`src/shared/crcbr_params.svh`:
```
// Purpose: Offsets, codes, reset values and field positions of the CRC block.
// Assumes: 8-bit special-function register bus, APB-facing controller.
// Notes:   Included by the package, through which both ends see it.
`ifndef CRCBR_PARAMS_SVH
`define CRCBR_PARAMS_SVH
// Device register offsets.
`define CRCBR_OFS_BITREV   8'h96
`define CRCBR_OFS_AUX      8'ha2
`define CRCBR_OFS_PORT     8'hb6
`define CRCBR_OFS_MODE     8'he5
`define CRCBR_OFS_FADR_H   8'hc1
`define CRCBR_OFS_FADR_L   8'hc2
`define CRCBR_OFS_BOUND    8'hc3
`define CRCBR_OFS_CMD      8'hc4
// Field positions of the auxiliary control register.
`define CRCBR_AUX_SEL_LSB  4
`define CRCBR_AUX_PTR_BIT  0
// Reset values.
`define CRCBR_RST_BYTE     8'h00
`define CRCBR_RST_CRC      16'h0000
// Checksum generator and the auto-read codes.
`define CRCBR_POLY         16'h1021
`define CRCBR_MODE_AUTO    8'h80
`define CRCBR_KEY_FIRST    8'h46
`define CRCBR_KEY_SECOND   8'hb9
`define CRCBR_END_LOW_ONES 9'h1ff
// Controller APB offsets.
`define CRCBR_APB_CTRL     8'h00
`define CRCBR_APB_SEED     8'h04
`define CRCBR_APB_DATA     8'h08
`define CRCBR_APB_START    8'h0c
`define CRCBR_APB_BOUND    8'h10
`define CRCBR_APB_RAW      8'h14
`define CRCBR_APB_STATUS   8'h18
`define CRCBR_APB_RAWRD    8'h1c
// Controller command codes.
`define CRCBR_CMD_SEED     3'h1
`define CRCBR_CMD_RESULT   3'h2
`define CRCBR_CMD_AUTO     3'h3
`define CRCBR_CMD_RAW      3'h4
`endif

```
`src/shared/crcbr_pkg.sv`:
```
// Purpose: Types shared by both ends of the CRC block.
// Assumes: Constants come from the params header.
// Notes:   State codes are one-hot.
`include "crcbr_params.svh"
package crcbr_pkg;
  // Data port select codes.
  typedef enum logic [1:0] {
    CRCBR_SEL_LO   = 2'b00,
    CRCBR_SEL_HI   = 2'b01,
    CRCBR_SEL_RSVD = 2'b10,
    CRCBR_SEL_DATA = 2'b11
  } crcbr_sel_t;
  // Flash auto-read engine states.
  typedef enum logic [2:0] {
    CRCBR_AR_IDLE = 3'b001,
    CRCBR_AR_REQ  = 3'b010,
    CRCBR_AR_WAIT = 3'b100
  } crcbr_ar_t;
  // Controller sequencer states.
  typedef enum logic [3:0] {
    CRCBR_H_IDLE  = 4'b0001,
    CRCBR_H_ISSUE = 4'b0010,
    CRCBR_H_BUS   = 4'b0100,
    CRCBR_H_TAIL  = 4'b1000
  } crcbr_hst_t;
  // Access sequences the controller can run.
  typedef enum logic [2:0] {
    CRCBR_SEQ_DATA   = 3'h0,
    CRCBR_SEQ_SEED   = 3'h1,
    CRCBR_SEQ_RESULT = 3'h2,
    CRCBR_SEQ_AUTO   = 3'h3,
    CRCBR_SEQ_RAW    = 3'h4
  } crcbr_seq_t;
  // One register access of a sequence.
  typedef struct packed {
    logic       rd;
    logic [7:0] addr;
    logic [7:0] data;
    logic       last;
  } crcbr_op_t;
endpackage

```
`src/shared/crcbr_if.sv`:
```
// Purpose: Register bus between the controller and the CRC device.
// Assumes: One clock; rdata is valid the cycle after a read strobe.
// Notes:   Strobes are one-cycle pulses.
interface crcbr_if;
  logic [7:0] addr;   // Register offset.
  logic       wr;     // Write strobe.
  logic       rd;     // Read strobe.
  logic [7:0] wdata;  // Write data.
  logic [7:0] rdata;  // Read data, registered.
  logic       busy;   // Auto-read sweep in progress.
  modport dev (input addr, wr, rd, wdata, output rdata, busy);
  modport ctl (output addr, wr, rd, wdata, input rdata, busy);
endinterface

```
`src/hw/crcbr_host.sv`:
```
// Purpose: APB-driven controller that operates the CRC device registers.
// Assumes: Device read data is valid the cycle after the read strobe.
// Notes:   Data bytes queue in a FIFO before they reach the device.

// Synchronous FIFO with valid/ready on both sides.
module crcbr_fifo #(
  parameter int WIDTH = 8,
  parameter int DEPTH = 16
) (
  input  wire logic             pclk,
  input  wire logic             presetn,
  input  wire logic             in_valid,
  output logic                  in_ready,
  input  wire logic [WIDTH-1:0] in_data,
  output logic                  out_valid,
  input  wire logic             out_ready,
  output logic [WIDTH-1:0]      out_data
);
  localparam int AW = $clog2(DEPTH);

  // Pointers wrap naturally, so the depth must be a power of two.
  if (DEPTH < 2 || (1 << AW) != DEPTH) begin : g_depth_check
    $error("crcbr_fifo: DEPTH must be a power of two, at least 2.");
  end

  logic [WIDTH-1:0] mem [DEPTH];  // Storage.
  logic [AW-1:0]    wptr_reg;     // Next slot to write.
  logic [AW-1:0]    rptr_reg;     // Oldest slot.
  logic [AW:0]      count_reg;    // Words held.
  logic             push;
  logic             pop;

  assign in_ready  = (count_reg != (AW+1)'(DEPTH));
  assign out_valid = (count_reg != '0);
  assign push      = in_valid && in_ready;
  assign pop       = out_valid && out_ready;
  assign out_data  = mem[rptr_reg];

  // Storage write; no reset needed for the data itself.
  always_ff @(posedge pclk) begin
    if (push) begin
      mem[wptr_reg] <= in_data;
    end
  end

  // Pointers and fill count.
  always_ff @(posedge pclk or negedge presetn) begin
    if (!presetn) begin
      wptr_reg  <= '0;
      rptr_reg  <= '0;
      count_reg <= '0;
    end else begin
      wptr_reg  <= wptr_reg + AW'(push);
      rptr_reg  <= rptr_reg + AW'(pop);
      count_reg <= count_reg + (AW+1)'(push) - (AW+1)'(pop);
    end
  end
endmodule

module crcbr_host
  import crcbr_pkg::*;
#(
  parameter int FIFO_DEPTH = 16
) (
  input  wire logic        pclk,
  input  wire logic        presetn,
  input  wire logic        psel,
  input  wire logic        penable,
  input  wire logic        pwrite,
  input  wire logic [7:0]  paddr,
  input  wire logic [31:0] pwdata,
  output logic [31:0]      prdata,
  output logic             pready,
  output logic             pslverr,
  crcbr_if.ctl             sfr
);

  // Auxiliary register value that selects a port destination.
  function automatic logic [7:0] aux_of(input crcbr_sel_t s);
    return {2'b00, s, 4'h0};
  endfunction

  crcbr_hst_t  st_reg;      // Sequencer state.
  crcbr_seq_t  seq_reg;     // Sequence being run.
  logic [2:0]  idx_reg;     // Step within the sequence.
  logic [15:0] seed_reg;    // Seed to load.
  logic [15:0] start_reg;   // Sweep start address.
  logic [6:0]  bound_reg;   // Sweep boundary.
  logic [16:0] raw_reg;     // Raw access: read flag, offset, data.
  logic [15:0] result_reg;  // Last result read back.
  logic [7:0]  rawrd_reg;   // Last raw read data.
  logic [7:0]  addr_reg;    // Bus offset, registered.
  logic [7:0]  wdata_reg;   // Bus write data, registered.
  logic        wr_reg;      // Bus write strobe, registered.
  logic        rd_reg;      // Bus read strobe, registered.
  logic        last_reg;    // Step just issued ends the sequence.
  crcbr_op_t   op;          // Current step.
  logic        acc;         // APB access phase.
  logic        ctrl_ok;     // Command may be taken.
  logic        fifo_in_rdy;
  logic        fifo_vld;
  logic [7:0]  fifo_data;
  logic        fifo_pop;

  assign acc      = psel && penable;
  assign ctrl_ok  = (st_reg == CRCBR_H_IDLE) && !fifo_vld && !sfr.busy;
  assign fifo_pop = (st_reg == CRCBR_H_ISSUE) && (seq_reg == CRCBR_SEQ_DATA);

  // Data writes stall while the FIFO is full; commands stall while busy.
  always_comb begin
    pready = 1'b1;
    if (pwrite && paddr == `CRCBR_APB_DATA) begin
      pready = fifo_in_rdy;
    end else if (pwrite && paddr == `CRCBR_APB_CTRL) begin
      pready = ctrl_ok;
    end
  end
  assign pslverr = 1'b0;

  crcbr_fifo #(.WIDTH(8), .DEPTH(FIFO_DEPTH)) u_fifo (
    .pclk      (pclk),
    .presetn   (presetn),
    .in_valid  (acc && pwrite && paddr == `CRCBR_APB_DATA),
    .in_ready  (fifo_in_rdy),
    .in_data   (pwdata[7:0]),
    .out_valid (fifo_vld),
    .out_ready (fifo_pop),
    .out_data  (fifo_data)
  );

  // Step table of every sequence; the seed goes in before data and the seed, result
  // and sweep sequences leave the select at the data input, so later data writes need no re-select.
  always_comb begin
    op = '{rd: 1'b0, addr: `CRCBR_OFS_AUX, data: aux_of(CRCBR_SEL_DATA), last: 1'b1};
    unique case (seq_reg)
      CRCBR_SEQ_DATA: op = '{1'b0, `CRCBR_OFS_PORT, fifo_data, 1'b1};
      CRCBR_SEQ_SEED, CRCBR_SEQ_RESULT: begin
        unique case (idx_reg)
          3'h0: op = '{1'b0, `CRCBR_OFS_AUX, aux_of(CRCBR_SEL_LO), 1'b0};
          3'h1: op = '{seq_reg == CRCBR_SEQ_RESULT, `CRCBR_OFS_PORT, seed_reg[7:0], 1'b0};
          3'h2: op = '{1'b0, `CRCBR_OFS_AUX, aux_of(CRCBR_SEL_HI), 1'b0};
          3'h3: op = '{seq_reg == CRCBR_SEQ_RESULT, `CRCBR_OFS_PORT, seed_reg[15:8], 1'b0};
          default: ;
        endcase
      end
      CRCBR_SEQ_AUTO: begin
        unique case (idx_reg)
          3'h0: op = '{1'b0, `CRCBR_OFS_AUX, aux_of(CRCBR_SEL_DATA), 1'b0};
          3'h1: op = '{1'b0, `CRCBR_OFS_FADR_H, start_reg[15:8], 1'b0};
          3'h2: op = '{1'b0, `CRCBR_OFS_FADR_L, start_reg[7:0], 1'b0};
          3'h3: op = '{1'b0, `CRCBR_OFS_BOUND, {1'b0, bound_reg}, 1'b0};
          3'h4: op = '{1'b0, `CRCBR_OFS_MODE, `CRCBR_MODE_AUTO, 1'b0};
          3'h5: op = '{1'b0, `CRCBR_OFS_CMD, `CRCBR_KEY_FIRST, 1'b0};
          default: op = '{1'b0, `CRCBR_OFS_CMD, `CRCBR_KEY_SECOND, 1'b1};
        endcase
      end
      default: op = '{raw_reg[16], raw_reg[15:8], raw_reg[7:0], 1'b1};
    endcase
  end

  // Configuration registers written over APB.
  always_ff @(posedge pclk or negedge presetn) begin
    if (!presetn) begin
      seed_reg  <= 16'h0000;
      start_reg <= 16'h0000;
      bound_reg <= 7'h00;
      raw_reg   <= 17'h00000;
    end else if (acc && pwrite) begin
      unique case (paddr)
        `CRCBR_APB_SEED:  seed_reg  <= pwdata[15:0];
        `CRCBR_APB_START: start_reg <= pwdata[15:0];
        `CRCBR_APB_BOUND: bound_reg <= pwdata[6:0];
        `CRCBR_APB_RAW:   raw_reg   <= pwdata[16:0];
        default: ;
      endcase
    end
  end

  // Sequencer: compute a step, drive it for one cycle, then collect.
  always_ff @(posedge pclk or negedge presetn) begin
    if (!presetn) begin
      st_reg  <= CRCBR_H_IDLE;
      seq_reg <= CRCBR_SEQ_DATA;
      idx_reg <= 3'h0;
    end else begin
      unique case (st_reg)
        CRCBR_H_IDLE: begin
          idx_reg <= 3'h0;
          if (acc && pwrite && paddr == `CRCBR_APB_CTRL && ctrl_ok) begin
            // Unknown codes are ignored.
            if (pwdata[2:0] >= `CRCBR_CMD_SEED && pwdata[2:0] <= `CRCBR_CMD_RAW) begin
              seq_reg <= crcbr_seq_t'(pwdata[2:0]);
              st_reg  <= CRCBR_H_ISSUE;
            end
          end else if (fifo_vld && !sfr.busy) begin
            // Data is held back during a sweep; the device would drop it.
            seq_reg <= CRCBR_SEQ_DATA;
            st_reg  <= CRCBR_H_ISSUE;
          end
        end
        CRCBR_H_ISSUE: st_reg <= CRCBR_H_BUS;
        CRCBR_H_BUS:   st_reg <= CRCBR_H_TAIL;
        CRCBR_H_TAIL: begin
          idx_reg <= idx_reg + 3'h1;
          st_reg  <= last_reg ? CRCBR_H_IDLE : CRCBR_H_ISSUE;
        end
      endcase
    end
  end

  // Bus outputs come from flip-flops loaded in the issue cycle.
  always_ff @(posedge pclk or negedge presetn) begin
    if (!presetn) begin
      addr_reg  <= 8'h00;
      wdata_reg <= 8'h00;
      wr_reg    <= 1'b0;
      rd_reg    <= 1'b0;
      last_reg  <= 1'b0;
    end else begin
      wr_reg <= (st_reg == CRCBR_H_ISSUE) && !op.rd;
      rd_reg <= (st_reg == CRCBR_H_ISSUE) && op.rd;
      if (st_reg == CRCBR_H_ISSUE) begin
        addr_reg  <= op.addr;
        wdata_reg <= op.data;
        last_reg  <= op.last;
      end
    end
  end

  assign sfr.addr  = addr_reg;
  assign sfr.wdata = wdata_reg;
  assign sfr.wr    = wr_reg;
  assign sfr.rd    = rd_reg;

  // Read data is collected in the cycle after the strobe.
  always_ff @(posedge pclk or negedge presetn) begin
    if (!presetn) begin
      result_reg <= 16'h0000;
      rawrd_reg  <= 8'h00;
    end else if (st_reg == CRCBR_H_TAIL) begin
      if (seq_reg == CRCBR_SEQ_RESULT && idx_reg == 3'h1) begin
        result_reg[7:0] <= sfr.rdata;
      end
      if (seq_reg == CRCBR_SEQ_RESULT && idx_reg == 3'h3) begin
        result_reg[15:8] <= sfr.rdata;
      end
      if (seq_reg == CRCBR_SEQ_RAW && rd_reg == 1'b0 && raw_reg[16]) begin
        rawrd_reg <= sfr.rdata;
      end
    end
  end

  // APB read multiplexer; unmapped offsets read zero.
  always_comb begin
    unique case (paddr)
      `CRCBR_APB_SEED:   prdata = {16'h0000, seed_reg};
      `CRCBR_APB_START:  prdata = {16'h0000, start_reg};
      `CRCBR_APB_BOUND:  prdata = {25'h0000000, bound_reg};
      `CRCBR_APB_RAW:    prdata = {15'h0000, raw_reg};
      `CRCBR_APB_STATUS: prdata = {result_reg, 13'h0000, !fifo_vld, sfr.busy,
                                   st_reg != CRCBR_H_IDLE};
      `CRCBR_APB_RAWRD:  prdata = {24'h000000, rawrd_reg};
      default:           prdata = 32'h00000000;
    endcase
  end

endmodule

```
`src/flat_wrapper.sv`:
```
// flat-port wrapper written by rule: the top's interface ports become plain ports
module crcbr_host_flat import crcbr_pkg::*;
#(
  parameter int FIFO_DEPTH = 16
)
  (pclk, presetn, psel, penable, pwrite, paddr, pwdata, prdata, pready, pslverr, sfr_addr, sfr_wr, sfr_rd, sfr_wdata, sfr_rdata, sfr_busy);
  crcbr_if sfr_i ();
  input  wire logic pclk;
  input  wire logic presetn;
  input  wire logic psel;
  input  wire logic penable;
  input  wire logic pwrite;
  input  wire logic [7:0] paddr;
  input  wire logic [31:0] pwdata;
  output logic [31:0] prdata;
  output logic pready;
  output logic pslverr;
  output wire logic [$bits(sfr_i.addr)-1:0] sfr_addr;
  output wire logic [$bits(sfr_i.wr)-1:0] sfr_wr;
  output wire logic [$bits(sfr_i.rd)-1:0] sfr_rd;
  output wire logic [$bits(sfr_i.wdata)-1:0] sfr_wdata;
  input wire logic [$bits(sfr_i.rdata)-1:0] sfr_rdata;
  input wire logic [$bits(sfr_i.busy)-1:0] sfr_busy;
  assign sfr_addr = sfr_i.addr;
  assign sfr_wr = sfr_i.wr;
  assign sfr_rd = sfr_i.rd;
  assign sfr_wdata = sfr_i.wdata;
  assign sfr_i.rdata = sfr_rdata;
  assign sfr_i.busy = sfr_busy;
  crcbr_host #(.FIFO_DEPTH(FIFO_DEPTH)) u_core (.pclk(pclk), .presetn(presetn), .psel(psel), .penable(penable), .pwrite(pwrite), .paddr(paddr), .pwdata(pwdata), .prdata(prdata), .pready(pready), .pslverr(pslverr), .sfr(sfr_i));
endmodule
```
`config.mk`:
```
export PLATFORM = sky130hd
export DESIGN_NAME = crcbr_host_flat
export DESIGN_NICKNAME = d
export VERILOG_FILES = /design/src/shared/crcbr_pkg.sv /design/src/shared/crcbr_if.sv /design/src/hw/crcbr_host.sv /design/src/flat_wrapper.sv
export VERILOG_INCLUDE_DIRS = /design/src /design/src/shared
export SDC_FILE = /design/constraint.sdc
export NUM_CORES = 1
export LEC_CHECK = 0
export BUFFER_PORTS_ARGS = -buffer_cell sky130_fd_sc_hd__buf_4
export CAP_MARGIN = 20
export CORE_ASPECT_RATIO = 0.8
export CORE_MARGIN = 2
export CORE_UTILIZATION = 44
export CTS_BUF_LIST = sky130_fd_sc_hd__clkbuf_2 sky130_fd_sc_hd__clkbuf_4 sky130_fd_sc_hd__clkbuf_8
export DETAILED_ROUTE_END_ITERATION = 12
export GPL_ROUTABILITY_DRIVEN = 0
export PLACE_DENSITY = 0.61
export RECOVER_POWER = 50
export SYNTH_ARGS = -nofsm -noshare
export SYNTH_HDL_FRONTEND = slang
export SYNTH_SLANG_ARGS = --single-unit
```
`constraint.sdc`:
```
create_clock -name pclk -period 8.43 [get_ports pclk]
set_input_delay 0.4215 -clock pclk [delete_from_list [all_inputs] [get_ports pclk]]
set_output_delay 0.4215 -clock pclk [all_outputs]
set_load 0.05 [all_outputs]
```
==> metrics.txt <==
# TYPE chip_impl_metric gauge
chip_impl_info{name="synth_top_family_by_area",value="multiplexers"} 1
chip_impl_metric{name="postCtsSetupRepairBufs",unit=""} 0
chip_impl_metric{name="detail_route.wirelength",unit="mm"} 27.9
chip_impl_info{name="cts_tree",value="done"} 1
chip_impl_metric{name="ff2ff_path_depth",unit=""} 13
chip_impl_metric{name="synth_seq_cells",unit=""} 250
chip_impl_metric{name="post-dp-hpwl",unit="mm"} 18.8
chip_impl_metric{name="report.final.slew_viol_count",unit=""} 70
chip_impl_info{name="worst_hold_startpoint",value="pwdata[16]"} 1
chip_impl_info{name="holdPathEnd",value="u_core.raw_reg[16]"} 1
chip_impl_metric{name="finalSetupViolations",unit=""} 0
chip_impl_metric{name="timing.hold.worst_path_depth",unit=""} 2
chip_impl_metric{name="design.die.area",unit="mm²"} 0.0264
chip_impl_metric{name="hold_viol_final",unit=""} 0
chip_impl_metric{name="clock_path_buffers",unit=""} 3
chip_impl_metric{name="max-slew-margin-rel",unit="%"} -152
chip_impl_metric{name="port_buffers",unit=""} 89
chip_impl_metric{name="rows",unit=""} 51
chip_impl_metric{name="cts_num_sinks",unit=""} 250
chip_impl_metric{name="post_synth.cell_area_avg",unit="µm²"} 14.4
chip_impl_metric{name="power.ir.vdd_worst",unit="mV"} 0.164
chip_impl_metric{name="first_pass_iteration_count_of_the_detailed_router",unit=""} 7
chip_impl_metric{name="period_minus_ws_final",unit="ps"} 3900
chip_impl_metric{name="multiInputGateArea",unit="mm²"} 0.00386
chip_impl_metric{name="flop2flop_setup_slack",unit="ps"} 4530
chip_impl_metric{name="maxCapViolCount",unit=""} 1
chip_impl_metric{name="worst_ep_arrival_time",unit="ps"} 4330
chip_impl_metric{name="largest_register_ff_count",unit=""} 128
chip_impl_metric{name="placement.cell_area",unit="mm²"} 0.0120
chip_impl_metric{name="overall_global_routing_resource_usage",unit="%"} 21.3
chip_impl_info{name="yosysTopAreaCell",value="edfxtp_1"} 1
chip_impl_info{name="ys_top_cells_by_area",value="edfxtp_1 (35%), dfrtp_1 (27%), mux2_2 (8.5%)"} 1
chip_impl_metric{name="core_area",unit="mm²"} 0.0245
chip_impl_metric{name="num_vias",unit=""} 7136
chip_impl_metric{name="netlist_instances",unit=""} 765
chip_impl_info{name="crit-reg2reg-capture",value="u_core.u_fifo.count_reg[4]"} 1
chip_impl_metric{name="diodes",unit=""} 0
chip_impl_metric{name="initial_core_util",unit="%"} 45.1
chip_impl_metric{name="netlist.area_leader.share",unit="%"} 34.8
chip_impl_info{name="yosys-top-cells-count",value="edfxtp_1 (128), dfrtp_1 (121), mux2_2 (83), nor2_1 (53), nand2_1 (39)"} 1
chip_impl_info{name="timing.critical_path.to_type",value="flip-flop"} 1
chip_impl_metric{name="postSynth.asyncResetShare",unit="%"} 48.8
chip_impl_metric{name="share_of_post_route_cells_with_drive_strength_above_1",unit="%"} 30.5
chip_impl_metric{name="finalCritPeriodShare",unit="%"} 46.3
chip_impl_metric{name="grt.overflow.total",unit=""} 0
chip_impl_metric{name="wire_length_of_the_first_global_routing_pass",unit="mm"} 42.8
chip_impl_metric{name="skew",unit="ps"} 18.8
chip_impl_info{name="grt_setup_unrepaired",value="no"} 1
chip_impl_metric{name="syn_area",unit="mm²"} 0.0111
chip_impl_metric{name="post_cts_resized",unit=""} 0
chip_impl_metric{name="final_nets",unit=""} 931
chip_impl_metric{name="die_x",unit="µm"} 181
chip_impl_info{name="violations",value="max-capacitance violations, max-slew violations"} 1
chip_impl_metric{name="synth_edf_count",unit=""} 128
chip_impl_metric{name="routed_len_inst",unit="µm"} 23.1
chip_impl_metric{name="setup-tns-final",unit="ps"} 0
chip_impl_metric{name="critical_path.max_fanout",unit=""} 21
chip_impl_metric{name="power.density",unit="mW/mm²"} 280
chip_impl_info{name="cp-start-kind",value="flip-flop"} 1
chip_impl_metric{name="pin_count_of_the_biggest_net_entering_global_routing",unit=""} 70
chip_impl_metric{name="postLayoutCellArea",unit="mm²"} 0.0128
chip_impl_metric{name="path_clk_slew",unit="ps"} 60
chip_impl_info{name="clk_root_buffer_cell",value="clkbuf_8"} 1
chip_impl_metric{name="cts_hold_buffers",unit=""} 0
chip_impl_info{name="worst_r2r_startpoint",value="u_core.st_reg[3]"} 1
chip_impl_metric{name="syn_to_final_growth",unit="%"} 15.6
chip_impl_metric{name="area.sequential",unit="mm²"} 0.00690
chip_impl_metric{name="layout.filler_cells",unit=""} 2073
chip_impl_metric{name="yosys.area_share.xor_xnor",unit="%"} 0.951
chip_impl_metric{name="first_iter_violations",unit=""} 810
chip_impl_info{name="yosys_most_used_dff",value="edfxtp_1"} 1
chip_impl_metric{name="fp.dieH",unit="µm"} 146
chip_impl_metric{name="total_leakage_power",unit="nW"} 5.11
chip_impl_metric{name="detail_routed_via_count_per_cell",unit=""} 5.90
chip_impl_metric{name="worst_skew_pair_latency",unit="ps"} 540
chip_impl_metric{name="ys_warn_count",unit=""} 0
chip_impl_metric{name="synth_simple_gate_area_share",unit="%"} 9.10
chip_impl_metric{name="first_global_vias",unit=""} 7260
chip_impl_metric{name="achievable-frequency",unit="MHz"} 256
chip_impl_info{name="synth_most_common_cell",value="edfxtp_1"} 1
chip_impl_info{name="critical_path.startpoint",value="u_core.st_reg[3]"} 1
chip_impl_metric{name="synth.net_count",unit=""} 833
chip_impl_info{name="holdCritPathClass",value="input port to flip-flop"} 1
chip_impl_metric{name="synth-compound-area-share",unit="%"} 7.90
chip_impl_metric{name="timing.hold.ws",unit="ps"} 116
chip_impl_metric{name="share_of_cell_area_taken_by_muxes_after_synthesis",unit="%"} 15.2
chip_impl_info{name="path_class",value="flip-flop to flip-flop"} 1
chip_impl_metric{name="detail-route-antenna-nets",unit=""} 0
chip_impl_metric{name="final.setup.worst_slack",unit="ps"} 4530
chip_impl_metric{name="post_synth_fa_ha_maj_area_fraction",unit="%"} 1.74
chip_impl_metric{name="antenna_found_initial",unit=""} 0
chip_impl_metric{name="tightestPinTransition",unit="ps"} 3790
chip_impl_metric{name="post_synth_num_cell_types",unit=""} 63
chip_impl_metric{name="htreeDepth",unit=""} 2
chip_impl_metric{name="ys_seq_area_share",unit="%"} 62.4
chip_impl_metric{name="cp.required",unit="ps"} 8850
chip_impl_metric{name="io_pins",unit=""} 106
chip_impl_metric{name="cts_inserted_buffers",unit=""} 41
chip_impl_metric{name="total_power",unit="W"} 0.00357
chip_impl_info{name="outcome",value="finished with violations"} 1
chip_impl_metric{name="drc",unit=""} 0
chip_impl_metric{name="preCtsSetupSlack",unit="ps"} 4560
## metal layers
layer / GRT usage [%] / wire length [µm] / share of wire [%] / vias up
li1: - / - / - / 3139
met1: 31.3 / 12900 / 46 / 3674
met2: 31.7 / 12400 / 44 / 289
met3: 5.63 / 2250 / 8.1 / 34
met4: 5.00 / 371 / 1.3 / 0
met5: 0 / 0 / 0 / -
## cell usage in the layout (no fill, tap or decap), types with 3 or more instances in the layout
| cell | synthesis | final |
|---|---|---|
| nand2_2 | 3 | 3 |
| dfrtp_1 | 121 | 119 |
| nor3_1 | 11 | 12 |
| a21oi_1 | 12 | 12 |
| and2_1 | 17 | 17 |
| edfxtp_1 | 128 | 128 |
| o21ai_0 | 20 | 20 |
| and3_1 | 4 | 4 |
| clkbuf_8 | 0 | 56 |
| ha_1 | 13 | 13 |
| nor3b_1 | 3 | 3 |
| nand2b_1 | 5 | 5 |
| nand3_1 | 19 | 19 |
| o22ai_1 | 3 | 3 |
| a222oi_1 | 10 | 10 |
| a221o_1 | 11 | 11 |
| a31oi_1 | 4 | 4 |
| xnor2_1 | 7 | 7 |
| nor2b_1 | 5 | 5 |
| inv_1 | 22 | 22 |
| nor4b_1 | 4 | 4 |
| nor2_1 | 53 | 53 |
| a221oi_1 | 8 | 8 |
| a22o_1 | 16 | 16 |
| xor2_1 | 5 | 5 |
| a22oi_1 | 16 | 16 |
| buf_4 | 5 | 71 |
| mux2_2 | 83 | 83 |
| clkbuf_4 | 0 | 10 |
| clkinv_1 | 0 | 3 |
| o2bb2ai_1 | 4 | 4 |
| nand3b_1 | 3 | 3 |
| nand2_1 | 39 | 39 |
| mux2i_1 | 3 | 3 |
| clkbuf_1 | 20 | 27 |
| mux4_2 | 32 | 32 |
## through the flow
step | cells | util [%]
6_report | 1210 | 52.1
4_1_cts | 1210 | 52.6
3_5_place_dp | 1138 | 48.9
2_1_floorplan | 765 | -
5_1_grt | 1210 | 52.1
3_3_place_gp | 1138 | 48.9
## worst max-delay path by stage
stage	end	slack, ps	cells after the start
after floorplan	prdata[2]	5640	6
after detailed placement	u_core.u_fifo.count_reg[4]	4560	13
after global placement	u_core.u_fifo.count_reg[4]	4590	13
final	u_core.u_fifo.count_reg[4]	4530	13
after global routing	u_core.u_fifo.rptr_reg[1]	4090	1
after CTS	u_core.u_fifo.count_reg[4]	4530	13
## cell type report
class                   count  share of cell area, %
repair buffers             98                   4.97
flip-flops and latches    250                   54.0
well taps                 318                   3.11
clock inverters             6                  0.421
inverters                  22                  0.646
clock buffers              66                   6.62
multi-input cells         450                   30.2
## critical path, cell delays in order (launching register included)
cell and delay (ps):
dfrtp_1 420, or4b_1 860, inv_1 630, nand2_1 320, nor2_2 310, xor2_1 180
ha_1 200, inv_1 60, fa_1 430, inv_1 70, a21oi_1 60, nor2_1 80
nor2_1 50, xnor2_1 110
## logic make-up (layout without fill, tap and decap cells)
logic type | count (synthesis) | in the layout
flip-flops | 250 | 250
AND/OR/NAND/NOR | 188 | 188
multiplexers | 118 | 118
AO/OA/AOI/OAI | 116 | 116
buffers and inverters | 65 | 192
adder cells (fa/ha/maj) | 15 | 15
XOR/XNOR | 12 | 12
other | 1 | 1
## report_power, final
part / total, W / leakage [nW] / switching (W) / internal, W
combinational: 0.000938 / 1.93 / 0.000556 / 0.000382
sequential: 0.00150 / 2.70 / 0.000133 / 0.00137
clock: 0.00113 / 0.472 / 0.000468 / 0.000663
No activity file was read; power rests on OpenSTA's default activity.
